<file path="src/rtl/rtcuac_defines.svh">
// Register offsets, reset values and timing constants of the clock core
`ifndef RTCUAC_DEFINES_SVH
`define RTCUAC_DEFINES_SVH
`define RTCUAC_OFF_SEC 7'h00
`define RTCUAC_OFF_SEC_AL 7'h01
`define RTCUAC_OFF_MIN 7'h02
`define RTCUAC_OFF_MIN_AL 7'h03
`define RTCUAC_OFF_HR 7'h04
`define RTCUAC_OFF_HR_AL 7'h05
`define RTCUAC_OFF_WDAY 7'h06
`define RTCUAC_OFF_DOM 7'h07
`define RTCUAC_OFF_MON 7'h08
`define RTCUAC_OFF_YEAR 7'h09
`define RTCUAC_OFF_CTLA 7'h0A
`define RTCUAC_OFF_CTLB 7'h0B
`define RTCUAC_OFF_FLAGS 7'h0C
`define RTCUAC_OFF_CTLD 7'h0D
`define RTCUAC_OFF_STD_IDX 7'h7E
`define RTCUAC_OFF_EXT_IDX 7'h7F
`define RTCUAC_CLOCK_BYTES 8'h0E
`define RTCUAC_FCLK_HZ 32'h0000_8000
`define RTCUAC_TOGGLE_HZ 32'h0001_0000
`define RTCUAC_US_PER_S 32'h000F_4240
`define RTCUAC_BUC_US 32'h0000_00F4
`define RTCUAC_PRE_LAST 15'h7FFF
`define RTCUAC_PRE_START 15'h4000
`define RTCUAC_OSC_RUN 2'h1
`define RTCUAC_CENTURY_BIT_PIVOT 8'h50
`define RTCUAC_WILD_HMS 2'h3
`define RTCUAC_STATE_RST '0
`endif

</file>
<file path="src/rtl/rtcuac_pkg.sv">
// Types shared by the clock core: control B byte layout, time bytes and core state
`default_nettype none
package rtcuac_pkg;
    typedef struct packed {
        logic update_hold;
        logic periodic_irq_en;
        logic aie;
        logic update_irq_en;
        logic rsv;
        logic df;
        logic hf;
        logic dse;
    } rtcuac_ctlb_t;

    typedef struct packed {
        logic [7:0] sec;
        logic [7:0] min;
        logic [7:0] hr;
        logic [7:0] wday;
        logic [7:0] dom;
        logic [7:0] mon;
        logic [7:0] yr;
    } rtcuac_time_t;

    typedef struct packed {
        rtcuac_time_t t;
        rtcuac_time_t u;
        logic [7:0] al_sec;
        logic [7:0] al_min;
        logic [7:0] al_hr;
        logic [5:0] al_dom;
        logic [2:0] osc;
        logic [3:0] rs;
        rtcuac_ctlb_t b;
        logic pend;
        logic irq_summary_flag;
        logic pf;
        logic af;
        logic uf;
        logic century;
        logic [6:0] std_idx;
        logic [6:0] ext_idx;
        logic as_p;
        logic ds_p;
        logic [14:0] pre;
        logic [31:0] acc;
        logic fclk;
        logic [7:0] ad;
        logic ad_oe;
        logic irq_n;
        logic irq_oe;
    } rtcuac_state_t;
endpackage
`default_nettype wire

</file>
<file path="src/rtl/rtcuac_core.sv">
// Clock/calendar core with update cycle, alarm, periodic event and host bus
`default_nettype none
`include "rtcuac_defines.svh"
module rtcuac_core
    import rtcuac_pkg::*;
#(
    parameter int unsigned CLK_HZ = 200_000_000
) (
    // Clock and reset
    input wire logic i_clk,
    input wire logic i_rst_n,
    // Multiplexed host bus
    input wire logic [7:0] i_ad,
    output logic [7:0] o_ad,
    output logic o_ad_oe,
    input wire logic i_cs_n,
    input wire logic i_addr_strobe,
    input wire logic i_data_strobe,
    input wire logic i_rd_wr_n,
    input wire logic i_upper_bank_sel,
    // Open-drain interrupt request, active low
    output logic o_irq_n,
    output logic o_irq_n_oe,
    // Fixed 32.768 kHz output
    output logic o_fixed_clock_out
);
    localparam int unsigned BUC_TICKS =
        (`RTCUAC_BUC_US * `RTCUAC_FCLK_HZ + `RTCUAC_US_PER_S - 1) / `RTCUAC_US_PER_S;
    localparam logic [14:0] PEND_AT = 15'(`RTCUAC_FCLK_HZ - BUC_TICKS);

    if (CLK_HZ < 2 * `RTCUAC_TOGGLE_HZ) begin : g_chk
        $error("CLK_HZ too low for the 32.768 kHz timebase");
    end

    rtcuac_state_t q, n;
    logic [7:0] mem [0:255];
    logic as_fall, ds_fall, wr, rd_drive, rd_end, bank, tick, run, upd, req;
    logic al_match;
    logic [6:0] addr;
    logic [7:0] rdata, wdata;
    logic [31:0] acc_sum;
    logic [14:0] pmask;

    function automatic logic [7:0] enc(input logic [7:0] v, input logic bin);
        logic [7:0] tens;
        tens = v / 8'h0A;
        enc = bin ? v : ((tens << 4) | (v % 8'h0A));
    endfunction

    function automatic logic [7:0] dec(input logic [7:0] v, input logic bin);
        dec = bin ? v : (v[7:4] * 8'h0A + {4'h0, v[3:0]});
    endfunction

    function automatic logic [7:0] enc_hr(input logic [7:0] h, input logic bin,
                                          input logic h24);
        logic [7:0] h12;
        logic [7:0] e;
        h12 = (h == 8'h00) ? 8'h0C : (h > 8'h0C) ? h - 8'h0C : h;
        e = enc(h12, bin);
        enc_hr = h24 ? enc(h, bin) : {h >= 8'h0C, e[6:0]};
    endfunction

    function automatic logic [7:0] dec_hr(input logic [7:0] v, input logic bin,
                                          input logic h24);
        logic [7:0] t;
        t = dec({1'b0, v[6:0]}, bin);
        if (h24) begin
            dec_hr = dec(v, bin);
        end else if (t == 8'h0C) begin
            dec_hr = v[7] ? 8'h0C : 8'h00;
        end else begin
            dec_hr = v[7] ? t + 8'h0C : t;
        end
    endfunction

    function automatic logic [7:0] mdays(input logic [7:0] m, input logic [7:0] y);
        case (m)
            8'h02: mdays = (y[1:0] == 2'h0) ? 8'h1D : 8'h1C;
            8'h04, 8'h06, 8'h09, 8'h0B: mdays = 8'h1E;
            default: mdays = 8'h1F;
        endcase
    endfunction

    function automatic logic [14:0] per_mask(input logic [3:0] rs);
        logic [3:0] k;
        k = (rs == 4'h1) ? 4'h7 : (rs == 4'h2) ? 4'h8 : rs - 4'h1;
        per_mask = (15'h0001 << k) - 15'h0001;
    endfunction

    function automatic rtcuac_time_t encode_all(input rtcuac_time_t t,
                                                input rtcuac_ctlb_t b);
        encode_all.sec = enc(t.sec, b.df);
        encode_all.min = enc(t.min, b.df);
        encode_all.hr = enc_hr(t.hr, b.df, b.hf);
        encode_all.wday = t.wday;
        encode_all.dom = enc(t.dom, b.df);
        encode_all.mon = enc(t.mon, b.df);
        encode_all.yr = enc(t.yr, b.df);
    endfunction

    // Host read data
    always_comb begin
        rdata = 8'h00;
        if (bank) begin
            if (addr == `RTCUAC_OFF_EXT_IDX) begin
                rdata = {q.century, q.ext_idx};
            end else begin
                rdata = mem[{1'b1, addr}];
            end
        end else if (addr == `RTCUAC_OFF_SEC) begin
            rdata = q.u.sec;
        end else if (addr == `RTCUAC_OFF_SEC_AL) begin
            rdata = q.al_sec;
        end else if (addr == `RTCUAC_OFF_MIN) begin
            rdata = q.u.min;
        end else if (addr == `RTCUAC_OFF_MIN_AL) begin
            rdata = q.al_min;
        end else if (addr == `RTCUAC_OFF_HR) begin
            rdata = q.u.hr;
        end else if (addr == `RTCUAC_OFF_HR_AL) begin
            rdata = q.al_hr;
        end else if (addr == `RTCUAC_OFF_WDAY) begin
            rdata = q.u.wday;
        end else if (addr == `RTCUAC_OFF_DOM) begin
            rdata = q.u.dom;
        end else if (addr == `RTCUAC_OFF_MON) begin
            rdata = q.u.mon;
        end else if (addr == `RTCUAC_OFF_YEAR) begin
            rdata = q.u.yr;
        end else if (addr == `RTCUAC_OFF_CTLA) begin
            rdata = {q.pend, q.osc, q.rs};
        end else if (addr == `RTCUAC_OFF_CTLB) begin
            rdata = q.b;
        end else if (addr == `RTCUAC_OFF_FLAGS) begin
            rdata = {q.irq_summary_flag, q.pf, q.af, q.uf, 4'h0};
        end else if (addr == `RTCUAC_OFF_CTLD) begin
            rdata = {2'h2, q.al_dom};
        end else if (addr == `RTCUAC_OFF_STD_IDX) begin
            rdata = {1'b0, q.std_idx};
        end else begin
            rdata = mem[{1'b0, addr}];
        end
    end

    // Storage bytes outside the clock bytes
    always_ff @(posedge i_clk) begin
        if (wr && (bank ? (addr != `RTCUAC_OFF_EXT_IDX)
                        : ({1'b0, addr} >= `RTCUAC_CLOCK_BYTES)
                          && (addr != `RTCUAC_OFF_STD_IDX))) begin
            mem[{bank, addr}] <= wdata;
        end
    end

    always_comb begin
        n = q;
        bank = i_upper_bank_sel;
        addr = bank ? q.ext_idx : q.std_idx;
        wdata = i_ad;
        as_fall = q.as_p & ~i_addr_strobe;
        ds_fall = q.ds_p & ~i_data_strobe;
        wr = ds_fall & ~i_cs_n & ~i_rd_wr_n;
        rd_drive = ~i_cs_n & i_data_strobe & i_rd_wr_n;
        rd_end = ds_fall & ~i_cs_n & i_rd_wr_n;
        n.as_p = i_addr_strobe;
        n.ds_p = i_data_strobe;

        // Address phase
        if (as_fall) begin
            if (i_upper_bank_sel) begin
                n.ext_idx = i_ad[6:0];
            end else begin
                n.std_idx = i_ad[6:0];
            end
        end

        // Flag read clears before new events so an event this cycle survives
        if (rd_end && !bank && addr == `RTCUAC_OFF_FLAGS) begin
            n.irq_summary_flag = 1'b0;
            n.pf = 1'b0;
            n.af = 1'b0;
            n.uf = 1'b0;
        end

        // Host writes; clock bytes valid only with bank select low
        if (wr && !bank) begin
            if (addr == `RTCUAC_OFF_SEC) begin
                n.t.sec = dec(wdata, q.b.df);
                n.u.sec = wdata;
            end else if (addr == `RTCUAC_OFF_SEC_AL) begin
                n.al_sec = wdata;
            end else if (addr == `RTCUAC_OFF_MIN) begin
                n.t.min = dec(wdata, q.b.df);
                n.u.min = wdata;
            end else if (addr == `RTCUAC_OFF_MIN_AL) begin
                n.al_min = wdata;
            end else if (addr == `RTCUAC_OFF_HR) begin
                n.t.hr = dec_hr(wdata, q.b.df, q.b.hf);
                n.u.hr = wdata;
            end else if (addr == `RTCUAC_OFF_HR_AL) begin
                n.al_hr = wdata;
            end else if (addr == `RTCUAC_OFF_WDAY) begin
                n.t.wday = wdata;
                n.u.wday = wdata;
            end else if (addr == `RTCUAC_OFF_DOM) begin
                n.t.dom = dec(wdata, q.b.df);
                n.u.dom = wdata;
            end else if (addr == `RTCUAC_OFF_MON) begin
                n.t.mon = dec(wdata, q.b.df);
                n.u.mon = wdata;
            end else if (addr == `RTCUAC_OFF_YEAR) begin
                n.t.yr = dec(wdata, q.b.df);
                n.u.yr = wdata;
                n.century = n.t.yr < `RTCUAC_CENTURY_BIT_PIVOT;
            end else if (addr == `RTCUAC_OFF_CTLA) begin
                n.osc = wdata[6:4];
                n.rs = wdata[3:0];
            end else if (addr == `RTCUAC_OFF_CTLB) begin
                n.b = wdata;
            end else if (addr == `RTCUAC_OFF_CTLD) begin
                n.al_dom = wdata[5:0];
            end
        end
        n.b.rsv = 1'b0;
        if (n.b.update_hold) begin
            n.b.update_irq_en = 1'b0;
        end

        // Fixed clock: fractional divider, free of all control bits
        acc_sum = q.acc + `RTCUAC_TOGGLE_HZ;
        tick = 1'b0;
        if (acc_sum >= 32'(CLK_HZ)) begin
            n.acc = acc_sum - 32'(CLK_HZ);
            n.fclk = ~q.fclk;
            tick = q.fclk;
        end else begin
            n.acc = acc_sum;
        end

        // Divider chain runs only for oscillator patterns 010 and 011
        run = q.osc[2:1] == `RTCUAC_OSC_RUN;
        upd = run & tick & (q.pre == `RTCUAC_PRE_LAST);
        if (!run) begin
            n.pre = `RTCUAC_PRE_START;
            n.pend = 1'b0;
        end else if (tick) begin
            n.pre = q.pre + 15'h0001;
        end

        // Periodic event
        pmask = per_mask(q.rs);
        if (run && tick && q.rs != 4'h0 && (q.pre & pmask) == pmask) begin
            n.pf = 1'b1;
        end

        if (run && q.pre >= PEND_AT && !upd) begin
            n.pend = 1'b1;
        end

        // Update cycle
        al_match = 1'b0;
        if (upd) begin
            n.t.sec = n.t.sec + 8'h01;
            if (n.t.sec > 8'h3B) begin
                n.t.sec = 8'h00;
                n.t.min = n.t.min + 8'h01;
                if (n.t.min > 8'h3B) begin
                    n.t.min = 8'h00;
                    n.t.hr = n.t.hr + 8'h01;
                    if (n.t.hr > 8'h17) begin
                        n.t.hr = 8'h00;
                        n.t.wday = (n.t.wday >= 8'h07) ? 8'h01 : n.t.wday + 8'h01;
                        n.t.dom = n.t.dom + 8'h01;
                        if (n.t.dom > mdays(n.t.mon, n.t.yr)) begin
                            n.t.dom = 8'h01;
                            n.t.mon = n.t.mon + 8'h01;
                            if (n.t.mon > 8'h0C) begin
                                n.t.mon = 8'h01;
                                n.t.yr = n.t.yr + 8'h01;
                                if (n.t.yr > 8'h63) begin
                                    n.t.yr = 8'h00;
                                    n.century = 1'b1;
                                end
                            end
                        end
                    end
                end
            end
            if (!n.b.update_hold) begin
                n.u = encode_all(n.t, n.b);
            end
            al_match =
                ((n.al_sec[7:6] == `RTCUAC_WILD_HMS) || n.al_sec == enc(n.t.sec, n.b.df))
                && ((n.al_min[7:6] == `RTCUAC_WILD_HMS)
                    || n.al_min == enc(n.t.min, n.b.df))
                && ((n.al_hr[7:6] == `RTCUAC_WILD_HMS)
                    || n.al_hr == enc_hr(n.t.hr, n.b.df, n.b.hf))
                && ((n.al_dom == 6'h00)
                    || {2'h0, n.al_dom} == enc(n.t.dom, n.b.df));
            if (al_match) begin
                n.af = 1'b1;
            end
            n.uf = 1'b1;
            n.pend = 1'b0;
        end
        if (n.b.update_hold) begin
            n.pend = 1'b0;
        end

        // Request and summary flag
        req = (n.pf & n.b.periodic_irq_en) | (n.af & n.b.aie)
            | (n.uf & n.b.update_irq_en & ~n.b.update_hold);
        if (req) begin
            n.irq_summary_flag = 1'b1;
        end
        n.irq_oe = req;
        n.irq_n = ~req;

        // Data phase drive
        n.ad_oe = rd_drive;
        n.ad = rd_drive ? rdata : 8'h00;
    end

    always_ff @(posedge i_clk) begin
        if (!i_rst_n) begin
            q <= `RTCUAC_STATE_RST;
        end else begin
            q <= n;
        end
    end

    assign o_ad = q.ad;
    assign o_ad_oe = q.ad_oe;
    assign o_irq_n = q.irq_n;
    assign o_irq_n_oe = q.irq_oe;
    assign o_fixed_clock_out = q.fclk;
endmodule
`default_nettype wire

</file>
<file path="config.mk">
export PLATFORM = sky130hd
export DESIGN_NAME = rtcuac_core
export DESIGN_NICKNAME = d
export VERILOG_FILES = /design/src/rtl/rtcuac_pkg.sv /design/src/rtl/rtcuac_core.sv
export VERILOG_INCLUDE_DIRS = /design/src /design/src/rtl
export SDC_FILE = /design/constraint.sdc
export NUM_CORES = 2
export LEC_CHECK = 0
export ABC_CLOCK_PERIOD_IN_PS = 24000
export BUFFER_PORTS_ARGS = -buffer_cell sky130_fd_sc_hd__buf_2
export CAP_MARGIN = 20
export CORE_MARGIN = 2
export CORE_UTILIZATION = 35
export CTS_BUF_LIST = sky130_fd_sc_hd__clkbuf_4
export DETAILED_ROUTE_END_ITERATION = 6
export PLACE_DENSITY = 0.49
export SLEW_MARGIN = 0
export SYNTH_ARGS = -nofsm -noshare
export SYNTH_HDL_FRONTEND = slang
export SYNTH_SLANG_ARGS = --single-unit
</file>
<file path="constraint.sdc">
create_clock -name i_clk -period 24 [get_ports i_clk]
set_input_delay 4.8 -clock i_clk [delete_from_list [all_inputs] [get_ports i_clk]]
set_output_delay 4.8 -clock i_clk [all_outputs]
set_load 0.005 [all_outputs]
</file>
==> results.py <==
metrics = {
    "floorplanning": {
        "core_region_area_um2": 287000,
        "fp.dieArea_um2": 292000,
        "io_pins": 27,
        "initial_utilization_pct": 35.1,
        "fp-row-count": 197,
        "fp.dieW_um": 541,
        "die-height_um": 541,
    },
    "clocking": {
        "clock-sinks": 2275,
        "cts_htree_levels": 6,
        "number_of_hold_buffers_added_after_cts": 0,
        "postCtsSetupBuffers": 0,
        "tritoncts": "built",
        "clock_insertion_delay_at_the_later_pin_of_the_skew_report_ns": 1.53,
        "clock_tree.buffer_depth": 4,
        "cts_root_buffer": "sky130_fd_sc_hd__clkbuf_4",
        "postcts_resize_cnt": 0,
        "cts.reportedPaths.clkPinSlew_ns": 0.06,
        "cts_made_buffers": 610,
    },
    "power_and_ir_drop": {
        "power.switching_fraction_pct": 24.0,
        "totalPowerFinal_mw": 8.24,
        "switching_power_mw": 1.98,
        "p_int_mw": 6.26,
        "comb_power_share_pct": 5.4,
        "seq_power_share_pct": 53.0,
        "peakVddDrop_mv": 0.0404,
        "clockPowerShare_pct": 41.6,
        "power_density_nw_per_um2": 72.6,
        "static_power_due_to_leakage_nw": 37.7,
    },
    "synth": {
        "synthFlopType": "sky130_fd_sc_hd__edfxtp_1",
        "edff_count_synth": 2047,
        "syn-cell-area_um2": 101000,
        "ys_seq_area_share_pct": 65.5,
        "synth.top_cell.area_share_pct": 60.9,
        "syn-instance-count": 7651,
        "yosys.area.top_type": "sky130_fd_sc_hd__edfxtp_1",
        "synth.distinct_cells": 118,
        "ffs_w_async_s_r_synth_pct": 0,
        "synthesis.area_per_instance_um2": 13.2,
        "postSynthRegisterBits": 2275,
        "yosysWarnings": 0,
        "synth.top_cells.by_area": "sky130_fd_sc_hd__edfxtp_1 61%, sky130_fd_sc_hd__mux4_2 7.2%, sky130_fd_sc_hd__dfxtp_1 4.5%",
    },
    "detailed_routing": {
        "avgViaCountPerCell": 5.60,
        "drt.antenna.violating_nets": 0,
        "wl_per_cell_um": 26.3,
        "firstDrtPassIters": 7,
        "drt_first_iter_violations": 6882,
        "remaining_drc_errors": 3,
        "route.vias.total": 68600,
        "detail_route.wirelength_um": 323000,
    },
    "setup_path": {
        "worst-setup-path-type": "input pin to flip-flop",
        "cp.depth": 41,
        "critPathBufInv": 9,
        "crit_fanout": 47,
        "slowest_stage": "sky130_fd_sc_hd__o311ai_0",
        "critical_path.startpoint": "i_upper_bank_sel",
        "r2r_start": "q[67]$_SDFFE_PN0P_",
        "worst-endpoint-required_ns": 25.34,
        "r2r_end": "o_irq_n_oe$_SDFF_PN0_",
        "r2r_cells": 39,
        "most_prevalent_standard_cell_on_the_critical_path": "sky130_fd_sc_hd__inv_1",
        "max_stage_delay_ns": 0.88,
        "critical_path_destination": "o_irq_n_oe$_SDFF_PN0_",
        "crit_path_end_kind": "flip-flop",
        "largest_delay_share_family_worst_path": "compound AO/OA/AOI/OAI gates",
        "regToRegSetupSlack_ns": 13.08,
        "timing.critical_path.from_type": "input pin",
        "crit_arrival_ns": 15.83,
    },
    "global_route": {
        "number_of_global_route_vias_before_repair": 67500,
        "gr-max-usage-layer": "met2",
        "grt_use_met3_pct": 4.03,
        "antenna_found_initial": 18,
        "grtUsageMet1_pct": 29.0,
        "groute.layer.met2.usage_pct": 34.5,
        "grt_first_pass_wirelength_um": 466000,
        "grt_remaining_overflow": 0,
        "gr-usage-all-layers_pct": 21.5,
        "pin_count_of_the_biggest_net_entering_global_routing": 144,
    },
    "sta": {
        "setup_ws_post_layout_ns": 9.51,
        "layout_worst_path_cycle_share_pct": 60.4,
        "hold_viol": 0,
        "clock-skew-final_ns": 0.114,
        "max_clock_freq_mhz": 69.0,
        "max_slew_violation_count": 0,
        "number_of_failing_setup_endpoints_in_the_final_timing_report": 0,
        "rsz_0062_raised_after_global_routing": "no",
        "slew_headroom_pct": 18.1,
        "tightestPinTransition_ns": 1.22,
        "setup_tns_ns": 0,
        "post_layout_min_period_ns": 14.49,
    },
    "finish": {
        "final_nets": 8143,
        "nFillCells": 27300,
        "drive_above_1_share_pct": 19.2,
        "mostFrequentLayoutCell": "sky130_fd_sc_hd__edfxtp_1",
        "final_core_utilization_pct": 39.5,
        "areaGrowthSynthToFinish_pct": 12.5,
        "final_cell_mix": "2,047 x sky130_fd_sc_hd__edfxtp_1, 1,070 x sky130_fd_sc_hd__nand2_1, 872 x sky130_fd_sc_hd__clkbuf_4",
    },
    "place": {
        "dp_hpwl_um": 196000,
        "io_buffer_count": 26,
        "gpl.final_weighted_congestion": 0.910,
        "detailedPlace.worstSlack_ns": 8.27,
    },
    "run": {
        "drv_cap": 0,
    },
    "outcome": {
        "outcome": "finished with violations",
        "violations": "DRC",
    },
    "hold_path": {
        "holdPathStages": 2,
        "hold_path.class": "flip-flop to flip-flop",
    },
}
==> power by group through the flow <==
stage | logic (mW) | clock network (mW) | registers (mW)
4_1_cts | 0.447 | 3.53 | 4.37
5_1_grt | 0.481 | 3.72 | 4.37
2_1_floorplan | 0.244 | 0 | 4.44
3_3_place_gp | 0.439 | 0 | 4.45
6_report | 0.446 | 3.43 | 4.37
3_5_place_dp | 0.445 | 0 | 4.45
==> area by class of cell <==
type,instances,area [um2],area share [%]
clock inverter,149,1040,0.915
sequential,2275,66000,58.2
antenna,5,12.5,0.0110
clock buffer,871,6540,5.77
multi-input combinational,4906,33200,29.2
inverter,71,272,0.239
tap,3781,4730,4.17
timing repair buffer,199,1630,1.44
==> tightest hold or removal path, stage by stage (launching register included) <==
cell	delay [ns]
sky130_fd_sc_hd__dfxtp_1	0.31
sky130_fd_sc_hd__nand2_1	0.08
sky130_fd_sc_hd__a21oi_1	0.07
==> cell usage after synthesis (17+ instances only) <==
master	instances
sky130_fd_sc_hd__and2_1	42
sky130_fd_sc_hd__o2111ai_1	17
sky130_fd_sc_hd__clkbuf_1	370
sky130_fd_sc_hd__o22ai_1	78
sky130_fd_sc_hd__xor2_1	38
sky130_fd_sc_hd__inv_1	65
sky130_fd_sc_hd__ha_1	63
sky130_fd_sc_hd__a221oi_1	27
sky130_fd_sc_hd__edfxtp_1	2047
sky130_fd_sc_hd__o21ai_0	190
sky130_fd_sc_hd__mux2i_1	116
sky130_fd_sc_hd__and3_1	145
sky130_fd_sc_hd__buf_1	85
sky130_fd_sc_hd__buf_4	22
sky130_fd_sc_hd__buf_2	44
sky130_fd_sc_hd__nor3_1	85
sky130_fd_sc_hd__a31oi_1	130
sky130_fd_sc_hd__dfxtp_1	228
sky130_fd_sc_hd__nor4_1	47
sky130_fd_sc_hd__o21ai_1	21
sky130_fd_sc_hd__nand2b_1	32
sky130_fd_sc_hd__nor2_1	664
sky130_fd_sc_hd__o211ai_1	46
sky130_fd_sc_hd__mux4_2	321
sky130_fd_sc_hd__xnor2_1	76
sky130_fd_sc_hd__a21oi_1	422
sky130_fd_sc_hd__nand4_1	34
sky130_fd_sc_hd__or3_1	31
sky130_fd_sc_hd__nand3_1	329
sky130_fd_sc_hd__o21a_1	22
sky130_fd_sc_hd__o31ai_1	17
sky130_fd_sc_hd__a22oi_1	184
sky130_fd_sc_hd__a211oi_1	102
sky130_fd_sc_hd__a21o_1	22
sky130_fd_sc_hd__nand2_1	1082
sky130_fd_sc_hd__mux2_2	50
sky130_fd_sc_hd__or4_1	17
==> per-stage QoR <==
| step | std cells | hold slack [ns] | cell area, um2 |
|---|---|---|---|
| after floorplan | 7777 | 0.455 | 101000 |
| after global placement | 11200 | 0.475 | 106000 |
| after detailed placement | 11200 | 0.492 | 106000 |
| after CTS | 12300 | 0.499 | 113000 |
| after global routing | 12300 | 0.520 | 113000 |
| final | 12300 | 0.506 | 113000 |
==> state kept, by name (all words and copies together) (netlist names) <==
name               count
mem                 2047
o_fixed_clock_out      1
q                    216
o_ad_oe                1
o_irq_n                1
o_irq_n_oe             1
o_ad                   8
==> worst min path at each step <==
stage	startpoint	endpoint	slack (ns)
floorplan	q[169]$_SDFF_PN0_	q[169]$_SDFF_PN0_	0.46
global placement	q[76]$_SDFF_PN0_	q[76]$_SDFF_PN0_	0.47
detailed placement	q[169]$_SDFF_PN0_	q[169]$_SDFF_PN0_	0.49
CTS	q[169]$_SDFF_PN0_	q[169]$_SDFF_PN0_	0.50
global route	q[169]$_SDFF_PN0_	q[169]$_SDFF_PN0_	0.52
finish	q[76]$_SDFF_PN0_	q[76]$_SDFF_PN0_	0.51
==> routing by layer <==
| metal | up-vias | routed length [um] |
|---|---|---|
| met2 | 2896 | 151000 |
| met3 | 605 | 24000 |
| met4 | 12 | 11500 |
| li1 | 30500 | - |
| met5 | - | 71 |
| met1 | 34700 | 136000 |
==> cell families (layout without fill, tap and decap cells) <==
family / Yosys count / count (layout) / share of synthesized area, %
adder cells (fa/ha/maj): 68 / 68 / 0.852
AND/OR/NAND/NOR: 2609 / 2609 / 11.6
XOR/XNOR: 114 / 114 / 0.990
other: 1 / 132 / 0.00372
flip-flops: 2275 / 2275 / 65.5
buffers and inverters: 596 / 1290 / 2.38
multiplexers: 489 / 489 / 8.91
AO/OA/AOI/OAI: 1499 / 1499 / 9.85
Power figures use the tool's default switching activity.
